===== config.mk =====
export PLATFORM = sky130hd
export DESIGN_NAME = lhx_link_ctrl
export DESIGN_NICKNAME = d
export VERILOG_FILES = /design/src/pkg/lhx_pkg.sv /design/src/verilog/lhx_link_ctrl.sv /design/src/verilog/lhx_lps_gen.sv
export SDC_FILE = /design/constraint.sdc
export NUM_CORES = 1
export LEC_CHECK = 0
export ABC_AREA = 0
export BUFFER_PORTS_ARGS = -buffer_cell sky130_fd_sc_hd__buf_2
export CAP_MARGIN = 20
export CORE_MARGIN = 2
export CORE_UTILIZATION = 55
export DETAILED_ROUTE_END_ITERATION = 7
export PLACE_DENSITY = 0.8
export SLEW_MARGIN = 25
export SYNTH_ARGS = -nofsm -noshare
export SYNTH_HDL_FRONTEND = slang
export SYNTH_HIERARCHICAL = 1
export SYNTH_SLANG_ARGS = --single-unit
export TNS_END_PERCENT = 1

===== constraint.sdc =====
create_clock -name clk_sys_in -period 2.6 [get_ports clk_sys_in]
set_input_delay 0 -clock clk_sys_in [delete_from_list [all_inputs] [get_ports clk_sys_in]]
set_output_delay 0 -clock clk_sys_in [all_outputs]
set_load 0.1 [all_outputs]

===== src/pkg/lhx_pkg.sv =====
// constants and types shared by the link-side port controller
package lhx_pkg;

  // ----------------------------------------------------------------
  // clock and timing
  // ----------------------------------------------------------------
  localparam int CLK_PERIOD_PS = 40000;
  localparam int LPS_HIGH_NS = 80;        // pulsed high phase, 0.021 .. 2.6 us
  localparam int LPS_LOW_NS = 120;        // pulsed low phase, 0.09 .. 2.6 us
  localparam int RESET_MAX_NS = 2680;     // power_off_reset_time, upper bound
  localparam int DISABLE_NS = 26110;      // power_off_disable_time
  localparam int RESTORE_NS = 23000;      // isolation restore time
  localparam int LPS_HIGH_CYC = (LPS_HIGH_NS * 1000 + CLK_PERIOD_PS - 1) / CLK_PERIOD_PS;
  localparam int LPS_LOW_CYC = (LPS_LOW_NS * 1000 + CLK_PERIOD_PS - 1) / CLK_PERIOD_PS;
  localparam int RESET_CYC = (RESET_MAX_NS * 1000 + CLK_PERIOD_PS - 1) / CLK_PERIOD_PS;
  localparam int DISABLE_CYC = (DISABLE_NS * 1000 + CLK_PERIOD_PS - 1) / CLK_PERIOD_PS;
  localparam int RESTORE_CYC = (RESTORE_NS * 1000 + CLK_PERIOD_PS - 1) / CLK_PERIOD_PS;
  localparam int CNT_W = 10;
  localparam logic [CNT_W-1:0] RESET_CNT = CNT_W'(RESET_CYC);
  localparam logic [CNT_W-1:0] DISABLE_CNT = CNT_W'(DISABLE_CYC);
  localparam logic [CNT_W-1:0] RESTORE_CNT = CNT_W'(RESTORE_CYC);
  localparam logic [CNT_W-1:0] CNT_MAX = 10'h3ff;
  localparam logic [5:0] HOLD_MAX = 6'h2f;  // 47 hold cycles at most

  // ----------------------------------------------------------------
  // handshake_control_pair codes and byte_lane values
  // ----------------------------------------------------------------
  localparam logic [1:0] CTL_IDLE = 2'h0;
  localparam logic [1:0] CTL_HOLD = 2'h1;     // status when the device drives
  localparam logic [1:0] CTL_TRANSMIT = 2'h2; // receive when the device drives
  localparam logic [1:0] CTL_GRANT = 2'h3;
  localparam logic [1:0] CTL_RECEIVE = 2'h2;
  localparam logic [7:0] BYTE_ZERO = 8'h00;
  localparam logic [7:0] BYTE_DATA_ON = 8'hff;
  localparam logic [7:0] SPD_CODE_S100 = 8'h00;
  localparam logic [7:0] SPD_CODE_S200 = 8'h40;
  localparam logic [7:0] SPD_CODE_S400 = 8'h50;

  // user speed selection
  localparam logic [1:0] SPD_S100 = 2'h0;
  localparam logic [1:0] SPD_S200 = 2'h1;
  localparam logic [1:0] SPD_S400 = 2'h2;

  // ----------------------------------------------------------------
  // controller states
  // ----------------------------------------------------------------
  typedef enum logic [2:0] {
    ST_OFF = 3'h0,
    ST_INIT = 3'h1,
    ST_INIT_RX = 3'h2,
    ST_READY = 3'h3,
    ST_GNT = 3'h4,
    ST_DRIVE = 3'h5,
    ST_TAIL = 3'h6,
    ST_RELEASE = 3'h7
  } lhx_state_type;

endpackage : lhx_pkg


===== src/verilog/lhx_link_ctrl.sv =====
// link-side controller for the phy parallel port: transmit handover and power
`timescale 1ns/1ps

module lhx_link_ctrl (
  // clock and reset
  input wire logic clk_sys_in,
  input wire logic arst_n_in,
  // user power control and multispeed concatenation enable
  input wire logic lps_on_in,
  input wire logic lps_pulsed_in,
  input wire logic multispeed_concat_enable_in,
  // user bus request
  input wire logic bus_req_in,
  // user transmit stream
  input wire logic tx_valid_in,
  input wire logic [7:0] tx_data_in,
  input wire logic tx_last_in,
  input wire logic [1:0] tx_speed_in,
  input wire logic tx_concat_in,
  input wire logic tx_cancel_in,
  output logic tx_ready_out,
  // user status
  output logic link_ready_out,
  output logic port_owned_out,
  output logic iface_reset_out,
  output logic iface_disabled_out,
  // phy pins
  input wire logic [1:0] handshake_control_pair_in,
  output logic [1:0] handshake_control_pair_out,
  output logic handshake_control_pair_oe_out,
  input wire logic [7:0] byte_lane_in,
  output logic [7:0] byte_lane_out,
  output logic byte_lane_oe_out,
  output logic link_request_line_out,
  output logic link_power_status_out
);

  typedef struct packed {
    lhx_pkg::lhx_state_type state;
    logic [lhx_pkg::CNT_W-1:0] cnt;
    logic [5:0] hold_cnt;
    logic [1:0] ctl;
    logic [7:0] dat;
    logic oe;
    logic link_request_line;
    logic in_pkt;
    logic last_sent;
    logic own;
    logic [1:0] cur_spd;
    logic concat;
  } lhx_ctrl_type;

  lhx_ctrl_type st_reg;
  lhx_ctrl_type st_next;
  logic take_byte;
  logic concat_ok;

  // ----------------------------------------------------------------
  // helpers
  // ----------------------------------------------------------------

  // speed code for byte_lane, don't-care bits sent as zero
  function automatic logic [7:0] spd_code(input logic [1:0] spd);
    case (spd)
      lhx_pkg::SPD_S200: spd_code = lhx_pkg::SPD_CODE_S200;
      lhx_pkg::SPD_S400: spd_code = lhx_pkg::SPD_CODE_S400;
      default: spd_code = lhx_pkg::SPD_CODE_S100;
    endcase
  endfunction : spd_code

  // a slower S100 packet may not follow a faster one
  assign concat_ok = tx_concat_in && !(multispeed_concat_enable_in &&
                     tx_speed_in == lhx_pkg::SPD_S100 &&
                     st_reg.cur_spd != lhx_pkg::SPD_S100);

  // a byte is taken while driving, valid and not cancelled, until the last byte is sent
  assign take_byte = st_reg.state == lhx_pkg::ST_DRIVE && !tx_cancel_in && !st_reg.last_sent
                     && tx_valid_in && lps_on_in;

  // ----------------------------------------------------------------
  // next-state logic
  // ----------------------------------------------------------------
  always_comb begin
    st_next = st_reg;
    st_next.link_request_line = 1'b0;
    if (!lps_on_in) begin
      // drop the port at once, far inside the 1 us allowance
      st_next.state = lhx_pkg::ST_OFF;
      st_next.cnt = '0;
      st_next.oe = 1'b0;
      st_next.ctl = lhx_pkg::CTL_IDLE;
      st_next.dat = lhx_pkg::BYTE_ZERO;
      st_next.in_pkt = 1'b0;
      st_next.last_sent = 1'b0;
      st_next.own = 1'b0;
      if (st_reg.state == lhx_pkg::ST_OFF && st_reg.cnt != lhx_pkg::CNT_MAX) begin
        st_next.cnt = st_reg.cnt + 1'b1;
      end
    end else begin
      case (st_reg.state)
        lhx_pkg::ST_OFF: begin
          // reassert only once isolation circuits have had time to restore
          if (st_reg.cnt >= lhx_pkg::RESTORE_CNT) begin
            st_next.state = lhx_pkg::ST_INIT;
            st_next.oe = 1'b1;  // one low cycle early in initialisation
            st_next.ctl = lhx_pkg::CTL_IDLE;
            st_next.dat = lhx_pkg::BYTE_ZERO;
          end else begin
            st_next.cnt = st_reg.cnt + 1'b1;
          end
        end
        lhx_pkg::ST_INIT: begin
          st_next.oe = 1'b0;
          // the clock may take milliseconds to return; just wait for it
          if (handshake_control_pair_in == lhx_pkg::CTL_RECEIVE &&
              byte_lane_in == lhx_pkg::BYTE_DATA_ON) begin
            st_next.state = lhx_pkg::ST_INIT_RX;
          end
        end
        lhx_pkg::ST_INIT_RX: begin
          if (handshake_control_pair_in == lhx_pkg::CTL_IDLE) begin
            st_next.state = lhx_pkg::ST_READY;
          end
        end
        lhx_pkg::ST_READY: begin
          st_next.link_request_line = bus_req_in;
          if (handshake_control_pair_in == lhx_pkg::CTL_GRANT) begin
            st_next.state = lhx_pkg::ST_GNT;
            st_next.link_request_line = 1'b0;
          end
        end
        lhx_pkg::ST_GNT: begin
          // device idles one cycle, then we take over with a hold
          if (handshake_control_pair_in == lhx_pkg::CTL_IDLE) begin
            st_next.state = lhx_pkg::ST_DRIVE;
            st_next.oe = 1'b1;
            st_next.ctl = lhx_pkg::CTL_HOLD;  // no idle lead-in used
            st_next.dat = lhx_pkg::BYTE_ZERO;
            st_next.hold_cnt = 6'h1;
            st_next.in_pkt = 1'b0;
            st_next.last_sent = 1'b0;
            if (!st_reg.own) begin
              st_next.cur_spd = tx_speed_in;
            end
          end else begin
            st_next.state = lhx_pkg::ST_READY;
          end
        end
        lhx_pkg::ST_DRIVE: begin
          if (st_reg.last_sent) begin
            // terminating cycle: hold keeps the bus, idle gives it up
            st_next.state = lhx_pkg::ST_TAIL;
            st_next.concat = concat_ok;
            st_next.ctl = concat_ok ? lhx_pkg::CTL_HOLD : lhx_pkg::CTL_IDLE;
            st_next.dat = (concat_ok && multispeed_concat_enable_in) ?
                          spd_code(tx_speed_in) : lhx_pkg::BYTE_ZERO;
            if (concat_ok) begin
              st_next.cur_spd = tx_speed_in;
            end
          end else if (take_byte) begin
            st_next.ctl = lhx_pkg::CTL_TRANSMIT;
            st_next.dat = tx_data_in;
            st_next.in_pkt = 1'b1;
            st_next.last_sent = tx_last_in;
          end else if (st_reg.in_pkt) begin
            // underrun mid packet cannot be held; close it with idle
            st_next.state = lhx_pkg::ST_TAIL;
            st_next.concat = 1'b0;
            st_next.ctl = lhx_pkg::CTL_IDLE;
            st_next.dat = lhx_pkg::BYTE_ZERO;
          end else if (tx_cancel_in || st_reg.hold_cnt == lhx_pkg::HOLD_MAX) begin
            // a hold always leads, so two idles release the port
            st_next.state = lhx_pkg::ST_TAIL;
            st_next.concat = 1'b0;
            st_next.ctl = lhx_pkg::CTL_IDLE;
            st_next.dat = lhx_pkg::BYTE_ZERO;
          end else begin
            st_next.ctl = lhx_pkg::CTL_HOLD;
            st_next.hold_cnt = st_reg.hold_cnt + 6'h1;
          end
        end
        lhx_pkg::ST_TAIL: begin
          st_next.state = lhx_pkg::ST_RELEASE;
          st_next.ctl = lhx_pkg::CTL_IDLE;
          st_next.dat = lhx_pkg::BYTE_ZERO;
        end
        lhx_pkg::ST_RELEASE: begin
          // hand the port back; the device owns the turnaround idle
          st_next.state = lhx_pkg::ST_READY;
          st_next.oe = 1'b0;
          st_next.own = st_reg.concat;
          st_next.in_pkt = 1'b0;
          st_next.last_sent = 1'b0;
        end
        default: begin
          st_next.state = lhx_pkg::ST_OFF;
          st_next.oe = 1'b0;
        end
      endcase
    end
  end

  // state register
  always_ff @(posedge clk_sys_in or negedge arst_n_in) begin
    if (!arst_n_in) begin
      st_reg <= '0;
    end else begin
      st_reg <= st_next;
    end
  end

  // ----------------------------------------------------------------
  // power status pin
  // ----------------------------------------------------------------
  lhx_lps_gen u_lps (
    .clk_sys_in(clk_sys_in),
    .arst_n_in(arst_n_in),
    .enable_in(st_reg.state != lhx_pkg::ST_OFF),
    .pulsed_in(lps_pulsed_in),
    .lps_out(link_power_status_out)
  );

  // ----------------------------------------------------------------
  // outputs
  // ----------------------------------------------------------------
  assign tx_ready_out = take_byte;
  assign handshake_control_pair_out = st_reg.ctl;
  assign handshake_control_pair_oe_out = st_reg.oe;
  assign byte_lane_out = st_reg.dat;
  assign byte_lane_oe_out = st_reg.oe;
  assign link_request_line_out = st_reg.link_request_line;  // low whenever off
  assign link_ready_out = st_reg.state == lhx_pkg::ST_READY;
  assign port_owned_out = st_reg.oe && st_reg.state != lhx_pkg::ST_INIT;
  // expected device view while power status is low
  assign iface_reset_out = st_reg.state == lhx_pkg::ST_OFF && st_reg.cnt >= lhx_pkg::RESET_CNT;
  assign iface_disabled_out = st_reg.state == lhx_pkg::ST_OFF &&
                              st_reg.cnt >= lhx_pkg::DISABLE_CNT;

endmodule : lhx_link_ctrl


===== src/verilog/lhx_lps_gen.sv =====
// link_power_status driver: steady level or pulse train
`timescale 1ns/1ps

module lhx_lps_gen (
  // clock and reset
  input wire logic clk_sys_in,
  input wire logic arst_n_in,
  // control
  input wire logic enable_in,
  input wire logic pulsed_in,
  // pin
  output logic lps_out
);

  typedef struct packed {
    logic high;
    logic [1:0] cnt;
    logic lps;
  } lhx_lps_type;

  lhx_lps_type st_reg;
  lhx_lps_type st_next;

  // ----------------------------------------------------------------
  // phase counter; 80 ns high of 200 ns keeps duty at 40 %
  // ----------------------------------------------------------------
  always_comb begin
    st_next = st_reg;
    if (!enable_in) begin
      st_next.high = 1'b0;
      st_next.cnt = 2'h0;
      st_next.lps = 1'b0;
    end else if (!pulsed_in) begin
      st_next.high = 1'b1;
      st_next.cnt = 2'h0;
      st_next.lps = 1'b1;
    end else if (st_reg.high) begin
      // high phase ends after the high count
      if (st_reg.cnt == 2'(lhx_pkg::LPS_HIGH_CYC - 1)) begin
        st_next.high = 1'b0;
        st_next.cnt = 2'h0;
        st_next.lps = 1'b0;
      end else begin
        st_next.cnt = st_reg.cnt + 2'h1;
      end
    end else begin
      if (st_reg.cnt == 2'(lhx_pkg::LPS_LOW_CYC - 1) || !st_reg.lps && st_reg.cnt == 2'h3) begin
        st_next.high = 1'b1;
        st_next.cnt = 2'h0;
        st_next.lps = 1'b1;
      end else begin
        st_next.cnt = st_reg.cnt + 2'h1;
      end
    end
  end

  // state register
  always_ff @(posedge clk_sys_in or negedge arst_n_in) begin
    if (!arst_n_in) begin
      st_reg <= '0;
    end else begin
      st_reg <= st_next;
    end
  end

  assign lps_out = st_reg.lps;

endmodule : lhx_lps_gen


# Word level (Yosys, flattened, before mapping)
# Cells that the tools add are included.
dict set report classes {
  n_addsub 3
  order_cmp 3
  n_eq_ne 45
  n_mux 59
  reduce_logical 39
}
# operator n
set op_table {}
lappend op_table {{10-bit 2-to-1 mux} 5}
lappend op_table {{10-bit case mux with 4 select lines} 1}
lappend op_table {{3-bit 2-to-1 mux} 10}
lappend op_table {{6-bit 2-to-1 mux} 4}
lappend op_table {{3-bit case mux with 8 select lines} 1}
lappend op_table {{11-bit 2-to-1 mux} 2}
lappend op_table {{10-bit greater-or-equal comparator (second input constant)} 2}
lappend op_table {{2-bit 2-to-1 mux} 9}
lappend op_table {{2-bit inequality test (second input constant)} 9}
lappend op_table {{17-bit 2-to-1 mux} 1}
lappend op_table {{8-bit 2-to-1 mux} 2}
lappend op_table {{3-bit inequality test (second input constant)} 5}
lappend op_table {{1-bit logical AND} 14}
lappend op_table {{1-bit 2-to-1 mux} 14}
lappend op_table {{7-bit case mux with 2 select lines} 1}
lappend op_table {{13-bit 2-to-1 mux} 1}
lappend op_table {{3-bit equality test (second input constant)} 4}
lappend op_table {{4-bit 2-to-1 mux} 3}
lappend op_table {{4-bit inequality test (second input constant)} 3}
lappend op_table {{6-bit case mux with 2 select lines} 1}
lappend op_table {{4-bit AND reduction} 3}
lappend op_table {{6-bit AND reduction} 2}
lappend op_table {{10-bit by 1-bit adder with 10-bit output (second input constant)} 1}
lappend op_table {{2-bit equality test (second input constant)} 5}
lappend op_table {{other kinds (31)} 46}
dict set report totals {
  ff_bits 41
  input_bits 30
  elab_cells 164
}

# Logic depth before layout (Yosys ltp)
# Gate-level depths: netlist (run 1).
dict set report logic_depth {
  ltp_word 10
  depth_mapped 7
  depth_no_buf 7
}

# Modules after synthesis
# The synthesis (run 1) kept the hierarchy.
# module instances cells_per_inst area_each_um2
set modules_own_cells {}
lappend modules_own_cells {lhx_link_ctrl 1 236 2217.1}
lappend modules_own_cells {lhx_lps_gen 1 19 181.4}

# Worst setup path after synthesis (run 1)
# No wires, ideal clock.
dict set report synth_timing {
  kind {register to output}
  from {register st_reg[24] (netlist name)}
  to {output port iface_disabled_out}
  arrival_time_ps 3212
  required_ps 2600
  setup_slack_ps -612
  path_stages_with_launch 7
  cell_sequence {dfrtp_1 inv_1 ha_1 nor2b_1 o21ai_0 a21oi_1 nor3b_1}
}
dict set report synth_between {
  elab_chain_cells 2
}
# item line_no
set synth_lines {}
lappend synth_lines {{start, declared} lhx_link_ctrl.sv:53} ;# lhx_ctrl_type st_reg;
lappend synth_lines {{start signal, assigned} lhx_link_ctrl.sv:208} ;# st_reg <= st_next;
lappend synth_lines {{10-bit greater-or-equal comparator} lhx_link_ctrl.sv:237} ;# st_reg.cnt >= lhx_pkg::DISABLE_CNT;
lappend synth_lines {{1-bit logical AND} lhx_link_ctrl.sv:236} ;# assign iface_disabled_out = st_reg.state == lhx_pkg::ST_OFF &&
lappend synth_lines {{end, declared} lhx_link_ctrl.sv:26} ;# output logic iface_disabled_out,
# Every way passes these cells.

# Worst setup path in the final report (run 1)
dict set report layout_timing {
  from {register st_reg[18] (netlist name)}
  to {register st_reg[34] (netlist name)}
}
dict set report layout_between {
  elab_chain_cells 4
}
# item line_no
set layout_lines {}
lappend layout_lines {{6-bit equality test} lhx_link_ctrl.sv:171} ;# end else if (tx_cancel_in || st_reg.hold_cnt == lhx_pkg::HOLD_MAX) begin
lappend layout_lines {{1-bit logical OR} lhx_link_ctrl.sv:171}
lappend layout_lines {{5-bit by 4-bit inequality test with 1-bit output (no line)} --}
lappend layout_lines {{6-bit AND reduction (no line)} --}
# Every way passes these cells.
# A chain may end at the register's enable or synchronous reset.

==> results of run 1 <==
power by group through the flow:
stage	combinational [W]	sequential (W)	clock (W)
finish	0.000873	0.000880	0.000419
global route	0.000956	0.000903	0.000452
global placement	0.000838	0.000878	0
detailed placement	0.000854	0.000886	0
CTS	0.000872	0.000876	0.000432
floorplan	0.000634	0.000930	0
cells by family after synthesis:
kind of cell    Yosys count  share of synthesized area
fa+ha+maj                 7                     0.0355
mux                       6                     0.0271
simple gates             92                      0.202
xor+xnor                  8                     0.0292
flops                    41                      0.428
buf+inv                  32                     0.0715
compound gates           69                      0.207
cell type report:
| type | instances | area [um^2] | area share |
|---|---|---|---|
| multi-input combinational | 182 | 1210 | 0.426 |
| sequential | 41 | 1030 | 0.362 |
| timing repair buffer | 64 | 405 | 0.143 |
| clock buffer | 7 | 86.3 | 0.0305 |
| tap | 52 | 65.1 | 0.0230 |
| inverter | 12 | 45.0 | 0.0159 |
routing by layer:
layer | GRT usage | vias up | routed length, um
met2 | 0.375 | 79 | 2520
met1 | 0.319 | 1024 | 2420
li1 | - | 1019 | -
met4 | 0.0919 | 0 | 71
met5 | 0 | - | 0
met3 | 0.0519 | 6 | 313
worst max path at each step:
stage / end / from / slack [ns] / depth (start not counted)
global placement: st_reg[34]$_DFFE_PN0P_ / st_reg[18]$_DFFE_PN0P_ / 0.56 / 6
CTS: st_reg[34]$_DFFE_PN0P_ / st_reg[18]$_DFFE_PN0P_ / 0.46 / 6
floorplan: st_reg[35]$_DFFE_PN0P_ / st_reg[34]$_DFFE_PN0P_ / 0.1 / 5
finish: st_reg[34]$_DFFE_PN0P_ / st_reg[18]$_DFFE_PN0P_ / 0.44 / 6
global route: st_reg[20]$_DFFE_PN0P_ / st_reg[34]$_DFFE_PN0P_ / 0.28 / 5
detailed placement: st_reg[34]$_DFFE_PN0P_ / st_reg[18]$_DFFE_PN0P_ / 0.48 / 6
placed cells by master (no fill, tap or decap), types with 3 or more instances in the layout:
master / n
inv_1: 12
nor2b_1: 4
o31ai_1: 4
a21boi_0: 3
dlygate4sd3_1: 13
dfrtp_1: 41
clkbuf_8: 6
and3_1: 6
ha_1: 6
o21ai_0: 15
nand4_1: 5
nand2b_1: 5
buf_2: 48
nor2_1: 20
a22o_1: 7
xnor2_1: 6
o2bb2ai_1: 3
nand3_1: 7
nand2_1: 19
mux2_2: 4
nor3_1: 7
or2_2: 3
a21oi_1: 13
a31oi_1: 4
tightest hold or removal path, cell delays in order:
cell and delay [ns]:
buf_2 0.08, a32oi_1 0.05, o2bb2ai_1 0.13
metrics by stage:
step | area, um^2 | total power, W | worst slack [ns] | hold slack, ns | std cells
detailed placement | 2600 | 0.00174 | 0.477 | 0.183 | 337
floorplan | 2400 | 0.00156 | 0.0983 | -0.296 | 255
finish | 2830 | 0.00217 | 0.440 | 0.00375 | 358
global route | 2830 | 0.00231 | 0.283 | 0.0137 | 358
global placement | 2600 | 0.00172 | 0.565 | 0.175 | 337
CTS | 2810 | 0.00218 | 0.456 | 0.00942 | 357
==> results.sh, run 1 <==
export IMPL_status="finished clean"
export IMPL_dieWidth_um=70.0
export IMPL_critPathMaxFanout=4
export IMPL_globalRoute_totalOverflow=0
export IMPL_drc=0
export IMPL_std_cell_rows=24
export IMPL_drt_iter0_drc=147
export IMPL_hp_class="in -> reg"
export IMPL_grt_util_all_layers=0.237
export IMPL_path_delay_family="compound AO/OA/AOI/OAI gates"
export IMPL_clkPwrFrac=0.193
export IMPL_combinationalPowerShare=0.402
export IMPL_port_buffers=48
export IMPL_slew_headroom=0.646
export IMPL_rrSetupSlack_ns=0.44
export IMPL_avgViaCountPerCell=5.94
export IMPL_ys_seq_area_frac=0.428
export IMPL_fmax_mhz=463
export IMPL_area_growth_pct=18.2
export IMPL_synthMostInstantiatedCell="dfrtp_1"
export IMPL_period_needed_ns=2.16
export IMPL_initial_core_util=0.562
export IMPL_ys_top_cells_by_count="dfrtp_1, nor2_1, nand2_1"
export IMPL_io_pin_count=49
export IMPL_worst_path_max_delay_cell="a211oi_1"
export IMPL_fin_skew_ns=0.00404
export IMPL_core_area_um2=4260
export IMPL_p_int_w=0.00122
export IMPL_worstHoldStart="tx_data_in[6]"
export IMPL_largest_reg_flops=25
export IMPL_gp_congestion=0.820
export IMPL_synth_top_area_frac=0.428
export IMPL_wirelength_mm=5.33
export IMPL_dp_hpwl_mm=3.68
export IMPL_arrival_ns=2.35
export IMPL_synth_seq_cells=41
export IMPL_grt_pass1_wl_mm=9.25
export IMPL_hold_violations=0
export IMPL_hold_path_end="byte_lane_out[6]$_DFFE_PN0P_"
export IMPL_rsz0062_at_grt="no"
export IMPL_cts_tree="yes"
export IMPL_clock_path_buffers=2
export IMPL_cts_resized=0
export IMPL_first_global_vias=2007
export IMPL_cts_sinks=41
export IMPL_cts_hold_buf=13
export IMPL_power_leakage_nw=1.36
export IMPL_critical_path_class="reg -> reg"
export IMPL_slew_violations=0
export IMPL_max_slew_worst_pin_slew_ns=0.530
export IMPL_ys_top_cells_by_area="dfrtp_1, buf_4, ha_1"
export IMPL_p_switching_w=0.000948
export IMPL_cts_root_buf="clkbuf_8"
export IMPL_peakVddDrop_mv=0.446
export IMPL_ys_async_sr_fraction=1.00
export IMPL_netlist_area_um2=2400
export IMPL_hold_depth=3
export IMPL_finalSetupViolCount=0
export IMPL_dominantRegCellSynth="dfrtp_1"
export IMPL_final_layout_size_suffix_gt1_frac=0.235
export IMPL_critPathCaptureType="flip-flop"
export IMPL_syn_nets=291
export IMPL_fin_nets=342
export IMPL_worst_path_buf_inv=0
export IMPL_path_cells="ha_1 > and3_1 > a31oi_1 > or2_0 > a211oi_1 > mux2_2"
export IMPL_final_util=0.665
export IMPL_swShare=0.437
export IMPL_drtAntennaViolNets=0
export IMPL_rr_worst_depth=6
export IMPL_synth_avg_cell_area_um2=9.41
export IMPL_max_cap_violations=0
export IMPL_r2r_end="st_reg[34]$_DFFE_PN0P_"
export IMPL_post_cts_buffers=0
export IMPL_setup_tns_ns=0
export IMPL_synth_cells=255
export IMPL_seqPwrFrac=0.405
export IMPL_antenna_found_initial=0
export IMPL_synth_distinct_cells=54
export IMPL_crit_path_start_kind="flip-flop"
export IMPL_clock_latency_ns=0.30
export IMPL_cts_max_level=2
export IMPL_fill_cells=348
export IMPL_synth_area_leader_cell="dfrtp_1"
export IMPL_grt_max_degree=42
export IMPL_num_vias=2128
export IMPL_crit_required_ns=2.79
export IMPL_routedWlPerCell_um=14.9
export IMPL_synth_edf_count=0
export IMPL_antennaDiodeCount=0
export IMPL_die_height_um=70.0
export IMPL_power_density_nw_per_um2=767
export IMPL_r2r_start="st_reg[18]$_DFFE_PN0P_"
export IMPL_clkTransAtPathRegs_ns=0.07
export IMPL_finalCritPeriodShare=0.831
export IMPL_cp_slowest_stage_delay_ns=0.45
export IMPL_yosys_warnings=6
export IMPL_cts_buffers=5
export IMPL_dieArea_um2=4900
export IMPL_first_pass_iters=4
Power figures use the tool's default switching activity.
==> inputs of run 2 (changes only) <==
CORE_UTILIZATION = 49   (was 55)
PLACE_DENSITY = 0.75   (was 0.8)
clock period = 1.9 ns   (was 2.6 ns; I/O delays follow)
==> run 2 against run 1 <==
  * Clock-buffer cell count fell by 1
  * Global-route usage fell by 1.3 points
  * Combinational power rose by 74%
  * Final cell count rose by 12%
  * Cell area rose by 11%
  * Clock skew rose by 0.0071 ns
  * Register-to-register slack got worse by 0.42 ns
  * Sequential power rose by 30%
  * Largest cell class unchanged
  * Highest routed layer unchanged
==> results.sh, run 2 (same netlist as run 1, synthesis figures left out) <==
export IMPL_period_needed_ns=1.88
export IMPL_p_int_w=0.00182
export IMPL_gp_congestion=0.907
export IMPL_final_util=0.666
export IMPL_swShare=0.436
export IMPL_clock_latency_ns=0.30
export IMPL_hp_class="in -> reg"
export IMPL_clkTransAtPathRegs_ns=0.08
export IMPL_initial_core_util=0.508
export IMPL_combinationalPowerShare=0.471
export IMPL_slew_violations=0
export IMPL_crit_required_ns=1.90
export IMPL_first_global_vias=2209
export IMPL_setup_ws_ns=0.0206
export IMPL_seqPwrFrac=0.355
export IMPL_drtAntennaViolNets=0
export IMPL_cts_tree="yes"
export IMPL_num_vias=2229
export IMPL_cts_max_level=2
export IMPL_max_slew_worst_pin_slew_ns=0.492
export IMPL_rr_worst_depth=6
export IMPL_antenna_found_initial=0
export IMPL_regArea_um2=1030
export IMPL_cts_root_buf="clkbuf_8"
export IMPL_drt_iter0_drc=114
export IMPL_die_height_um=74.0
export IMPL_post_place_ws_ns=-0.0922
export IMPL_core_area_um2=4720
export IMPL_p_switching_w=0.00140
export IMPL_final_layout_size_suffix_gt1_frac=0.340
export IMPL_wirelength_mm=5.86
export IMPL_rsz0062_at_grt="yes"
export IMPL_fmax_mhz=532
export IMPL_port_buffers=48
export IMPL_fill_cells=370
export IMPL_dieArea_um2=5470
export IMPL_globalRoute_totalOverflow=0
export IMPL_final_cell_mix="buf_2, dfrtp_1, buf_4"
export IMPL_cts_sinks=41
export IMPL_std_cell_rows=25
export IMPL_critPathCaptureType="output pin"
export IMPL_antennaDiodeCount=0
export IMPL_setup_tns_ns=0
export IMPL_fin_nets=370
export IMPL_grt_pass1_wl_mm=9.45
export IMPL_critPathMaxFanout=8
export IMPL_hold_depth=3
export IMPL_area_growth_pct=31.1
export IMPL_avgViaCountPerCell=5.54
export IMPL_grt_max_degree=18
export IMPL_power_leakage_nw=1.50
export IMPL_rrSetupSlack_ns=0.02
export IMPL_peakVddDrop_mv=0.862
export IMPL_dp_hpwl_mm=4.06
export IMPL_first_pass_iters=4
export IMPL_max_cap_violations=0
export IMPL_multiInputGateArea_um2=1260
export IMPL_slew_headroom=0.674
export IMPL_largest_reg_flops=25
export IMPL_arrival_ns=1.88
export IMPL_io_pin_count=49
export IMPL_drc=0
export IMPL_dieWidth_um=74.0
export IMPL_post_cts_buffers=0
export IMPL_grt_util_all_layers=0.223
export IMPL_clock_path_buffers=2
export IMPL_clkPwrFrac=0.174
export IMPL_critical_path_class="reg -> out"
export IMPL_finalSetupViolCount=0
export IMPL_finalCritPeriodShare=0.989
export IMPL_hold_violations=0
export IMPL_status="finished clean"
export IMPL_power_density_nw_per_um2=1020
export IMPL_cts_buffers=5
export IMPL_final_common_cell="buf_2"
export IMPL_crit_path_start_kind="flip-flop"
export IMPL_fin_skew_ns=0.0111
export IMPL_routedWlPerCell_um=14.6
## run 2: metrics by stage
step / hold slack (ns) / cell area [um^2] / power, W / cells
2_1_floorplan: -0.296 / 2410 / 0.00214 / 255
3_3_place_gp: -0.0742 / 2890 / 0.00256 / 382
3_5_place_dp: -0.0729 / 2890 / 0.00259 / 382
4_1_cts: 0.000346 / 3110 / 0.00319 / 402
5_1_grt: 0.0131 / 3140 / 0.00341 / 402
6_report: 0.0110 / 3140 / 0.00322 / 402
## run 2: timing repair
item                                    CTS  global route
endpoints found under the hold margin    54             0
gates cloned                              0             0
gates resized for setup                   4            11
hold buffers                             12             0
pin swaps                                 1             5
endpoints found under the setup margin    8            19
## run 2: final cells by class
class,instances,share of cell area
clock buffers,6,0.0231
multi-input cells,182,0.400
inverters,12,0.0143
flip-flops and latches,41,0.327
repair buffers,92,0.205
clock inverters,2,0.00318
well taps,67,0.0267
## run 2: path summary, 6_finish.rpt
path	start	endpoint
worst max register to register	st_reg[18]$_DFFE_PN0P_	st_reg[34]$_DFFE_PN0P_
worst min-delay path	tx_data_in[4]	byte_lane_out[4]$_DFFE_PN0P_
worst max-delay path	st_reg[24]$_DFFE_PN0P_	iface_disabled_out
min in group asynchronous	arst_n_in	byte_lane_out[7]$_DFFE_PN0P_
max in group asynchronous	arst_n_in	st_reg[35]$_DFFE_PN0P_
worst min register to register	handshake_control_pair_out[1]$_DFFE_PN0P_	handshake_control_pair_out[1]$_DFFE_PN0P_
## run 2: routing by layer
layer,global-route usage,part of all wire
met5,0,0
met4,0.107,0.019
met3,0.0393,0.054
met2,0.363,0.46
met1,0.290,0.47
## run 2: power groups by stage
stage | sequential, W | clock, W | combinational [W]
after global placement | 0.00114 | 0 | 0.00143
after detailed placement | 0.00115 | 0 | 0.00145
after floorplan | 0.00127 | 0 | 0.000872
after global routing | 0.00116 | 0.000606 | 0.00165
after CTS | 0.00113 | 0.000574 | 0.00148
final | 0.00114 | 0.000559 | 0.00152
## run 2: worst max-delay path, stage by stage, from the launching register on
cell	delay, ns
dfrtp_1	0.38
buf_4	0.17
inv_1	0.05
ha_1	0.18
nor2b_1	0.12
o21ai_1	0.12
a21oi_1	0.09
nor3b_2	0.25
buf_12	0.21
==> inputs of run 3 (changes only) <==
SETUP_SLACK_MARGIN = 0.2   (was unset)
==> run 3 against run 2 <==
  * Sequential power about the same
  * Combinational power increased by 16%
  * Critical path type unchanged
  * Total power up 13%
  * Largest cell class unchanged
  * Highest routed layer unchanged
  * Largest power group unchanged
  * Die area did not move
  * Final cell count up 1.7%
==> results.sh, run 3 (same netlist as run 1, synthesis figures left out) <==
export IMPL_power_density_nw_per_um2=1090
export IMPL_cts_buffers=5
export IMPL_port_buffers=48
export IMPL_grt_pass1_wl_mm=10.3
export IMPL_cts_root_buf="clkbuf_8"
export IMPL_drc=0
export IMPL_clock_latency_ns=0.30
export IMPL_fin_nets=377
export IMPL_crit_path_start_kind="flip-flop"
export IMPL_cts_tree="yes"
export IMPL_first_global_vias=2269
export IMPL_grt_util_all_layers=0.244
export IMPL_dieArea_um2=5470
export IMPL_clock_path_buffers=2
export IMPL_crit_required_ns=1.90
export IMPL_max_cap_violations=0
export IMPL_drt_iter0_drc=152
export IMPL_clkTransAtPathRegs_ns=0.08
export IMPL_power_leakage_nw=1.58
export IMPL_io_pin_count=49
export IMPL_fill_cells=322
export IMPL_post_dp_cell_area_um2=2890
export IMPL_hp_class="in -> reg"
export IMPL_cts_max_level=2
export IMPL_area_growth_pct=39.2
export IMPL_first_pass_iters=4
export IMPL_num_vias=2327
export IMPL_path_cells="buf_4 > nand4b_1 > buf_4 > nor2b_1 > buf_4 > buf_12"
export IMPL_status="finished clean"
export IMPL_fmax_mhz=544
export IMPL_avgViaCountPerCell=5.69
export IMPL_cp_slowest_stage_delay_ns=0.45
export IMPL_std_cell_rows=25
export IMPL_peakVddDrop_mv=0.738
export IMPL_hold_worst_slack_ns=0.00107
export IMPL_final_cell_mix="buf_2, dfrtp_1, buf_4"
export IMPL_initial_core_util=0.508
export IMPL_fin_skew_ns=0.00481
export IMPL_finalCritPeriodShare=0.967
export IMPL_dp_cells=376
export IMPL_routedWlPerCell_um=15.3
export IMPL_max_slew_worst_pin_slew_ns=0.499
export IMPL_gp_congestion=0.842
export IMPL_final_common_cell="buf_2"
export IMPL_hold_violations=0
export IMPL_crit_top_cell="buf_4"
export IMPL_wirelength_mm=6.24
export IMPL_antenna_found_initial=0
export IMPL_largest_reg_flops=25
export IMPL_die_height_um=74.0
export IMPL_setup_tns_ns=0
export IMPL_arrival_ns=1.84
export IMPL_critPathCaptureType="output pin"
export IMPL_dp_hpwl_mm=4.04
export IMPL_cts_sinks=41
export IMPL_globalRoute_totalOverflow=0
export IMPL_total_power_w=0.00362
export IMPL_slew_violations=0
export IMPL_final_layout_size_suffix_gt1_frac=0.386
export IMPL_design_area_um2=3340
export IMPL_rsz0062_at_grt="yes"
export IMPL_core_area_um2=4720
export IMPL_layout_cells_non_filler=409
export IMPL_drtAntennaViolNets=0
export IMPL_slew_headroom=0.669
export IMPL_critPathMaxFanout=10
export IMPL_critical_path_class="reg -> out"
export IMPL_grt_max_degree=25
export IMPL_worst_path_max_delay_cell="dfrtp_2"
export IMPL_antennaDiodeCount=0
export IMPL_dieWidth_um=74.0
export IMPL_period_needed_ns=1.84
export IMPL_finalSetupViolCount=0
==> run 3: report_power, final <==
group	switching (W)	internal, W	leakage [nW]	total (W)
logic	0.00106	0.000706	0.968	0.00176
clock network	0.000309	0.000429	0.0585	0.000737
registers	0.000122	0.00100	0.555	0.00112
total	0.00149	0.00214	1.58	0.00362
==> run 3: per-stage QoR <==
step,setup WS [ns],utilization
after floorplan,0.114,-
after global placement,0.0561,0.611
after detailed placement,-0.00843,0.611
after CTS,0.107,0.696
after global routing,0.00195,0.707
final,0.0622,0.707
==> run 3: final timing paths <==
| path | start | end | slack (ns) | depth (start not counted) |
|---|---|---|---|---|
| min in group asynchronous | arst_n_in | st_reg[2]$_DFFE_PN0P_ | 0.20 | 3 |
| min | tx_data_in[6] | byte_lane_out[6]$_DFFE_PN0P_ | 0.001 | 3 |
| max in group asynchronous | arst_n_in | st_reg[24]$_DFFE_PN0P_ | 1.40 | 3 |
| min reg2reg | handshake_control_pair_out[1]$_DFFE_PN0P_ | handshake_control_pair_out[1]$_DFFE_PN0P_ | 0.49 | 1 |
| max reg2reg | st_reg[19]$_DFFE_PN0P_ | st_reg[34]$_DFFE_PN0P_ | 0.07 | 6 |
| max | st_reg[34]$_DFFE_PN0P_ | tx_ready_out | 0.06 | 6 |
==> run 3: cell type report <==
cell class / count / area, um^2 / share of cell area
well taps: 67 / 83.8 / 0.0251
clock inverters: 1 / 30.0 / 0.00900
repair buffers: 99 / 708 / 0.212
clock buffers: 7 / 86.3 / 0.0259
multi-input cells: 182 / 1350 / 0.405
inverters: 12 / 47.5 / 0.0142
flip-flops and latches: 41 / 1030 / 0.309
==> run 3: layer usage <==
| layer | track usage | vias up | share of wire |
|---|---|---|---|
| met4 | 0.0828 | 0 | 0.012 |
| met2 | 0.404 | 107 | 0.49 |
| met1 | 0.315 | 1121 | 0.42 |
| met3 | 0.0569 | 6 | 0.074 |
| met5 | 0 | - | 0 |
| li1 | - | 1093 | - |
==> run 3: timing repair <==
action | 4_1_cts | 5_1_grt
endpoints found under the hold margin | 55 | 0
endpoints found under the setup margin | 33 | 36
hold buffers | 13 | 0
setup buffers | 11 | 1
pin swaps | 8 | 5
resized for setup | 20 | 7
==> run 3: worst max-delay path, delay by kind of cell, from the launching register on <==
kind	cells	cell delay, ns
flops	1	0.45
simple gates	2	0.31
buf+inv	4	0.77
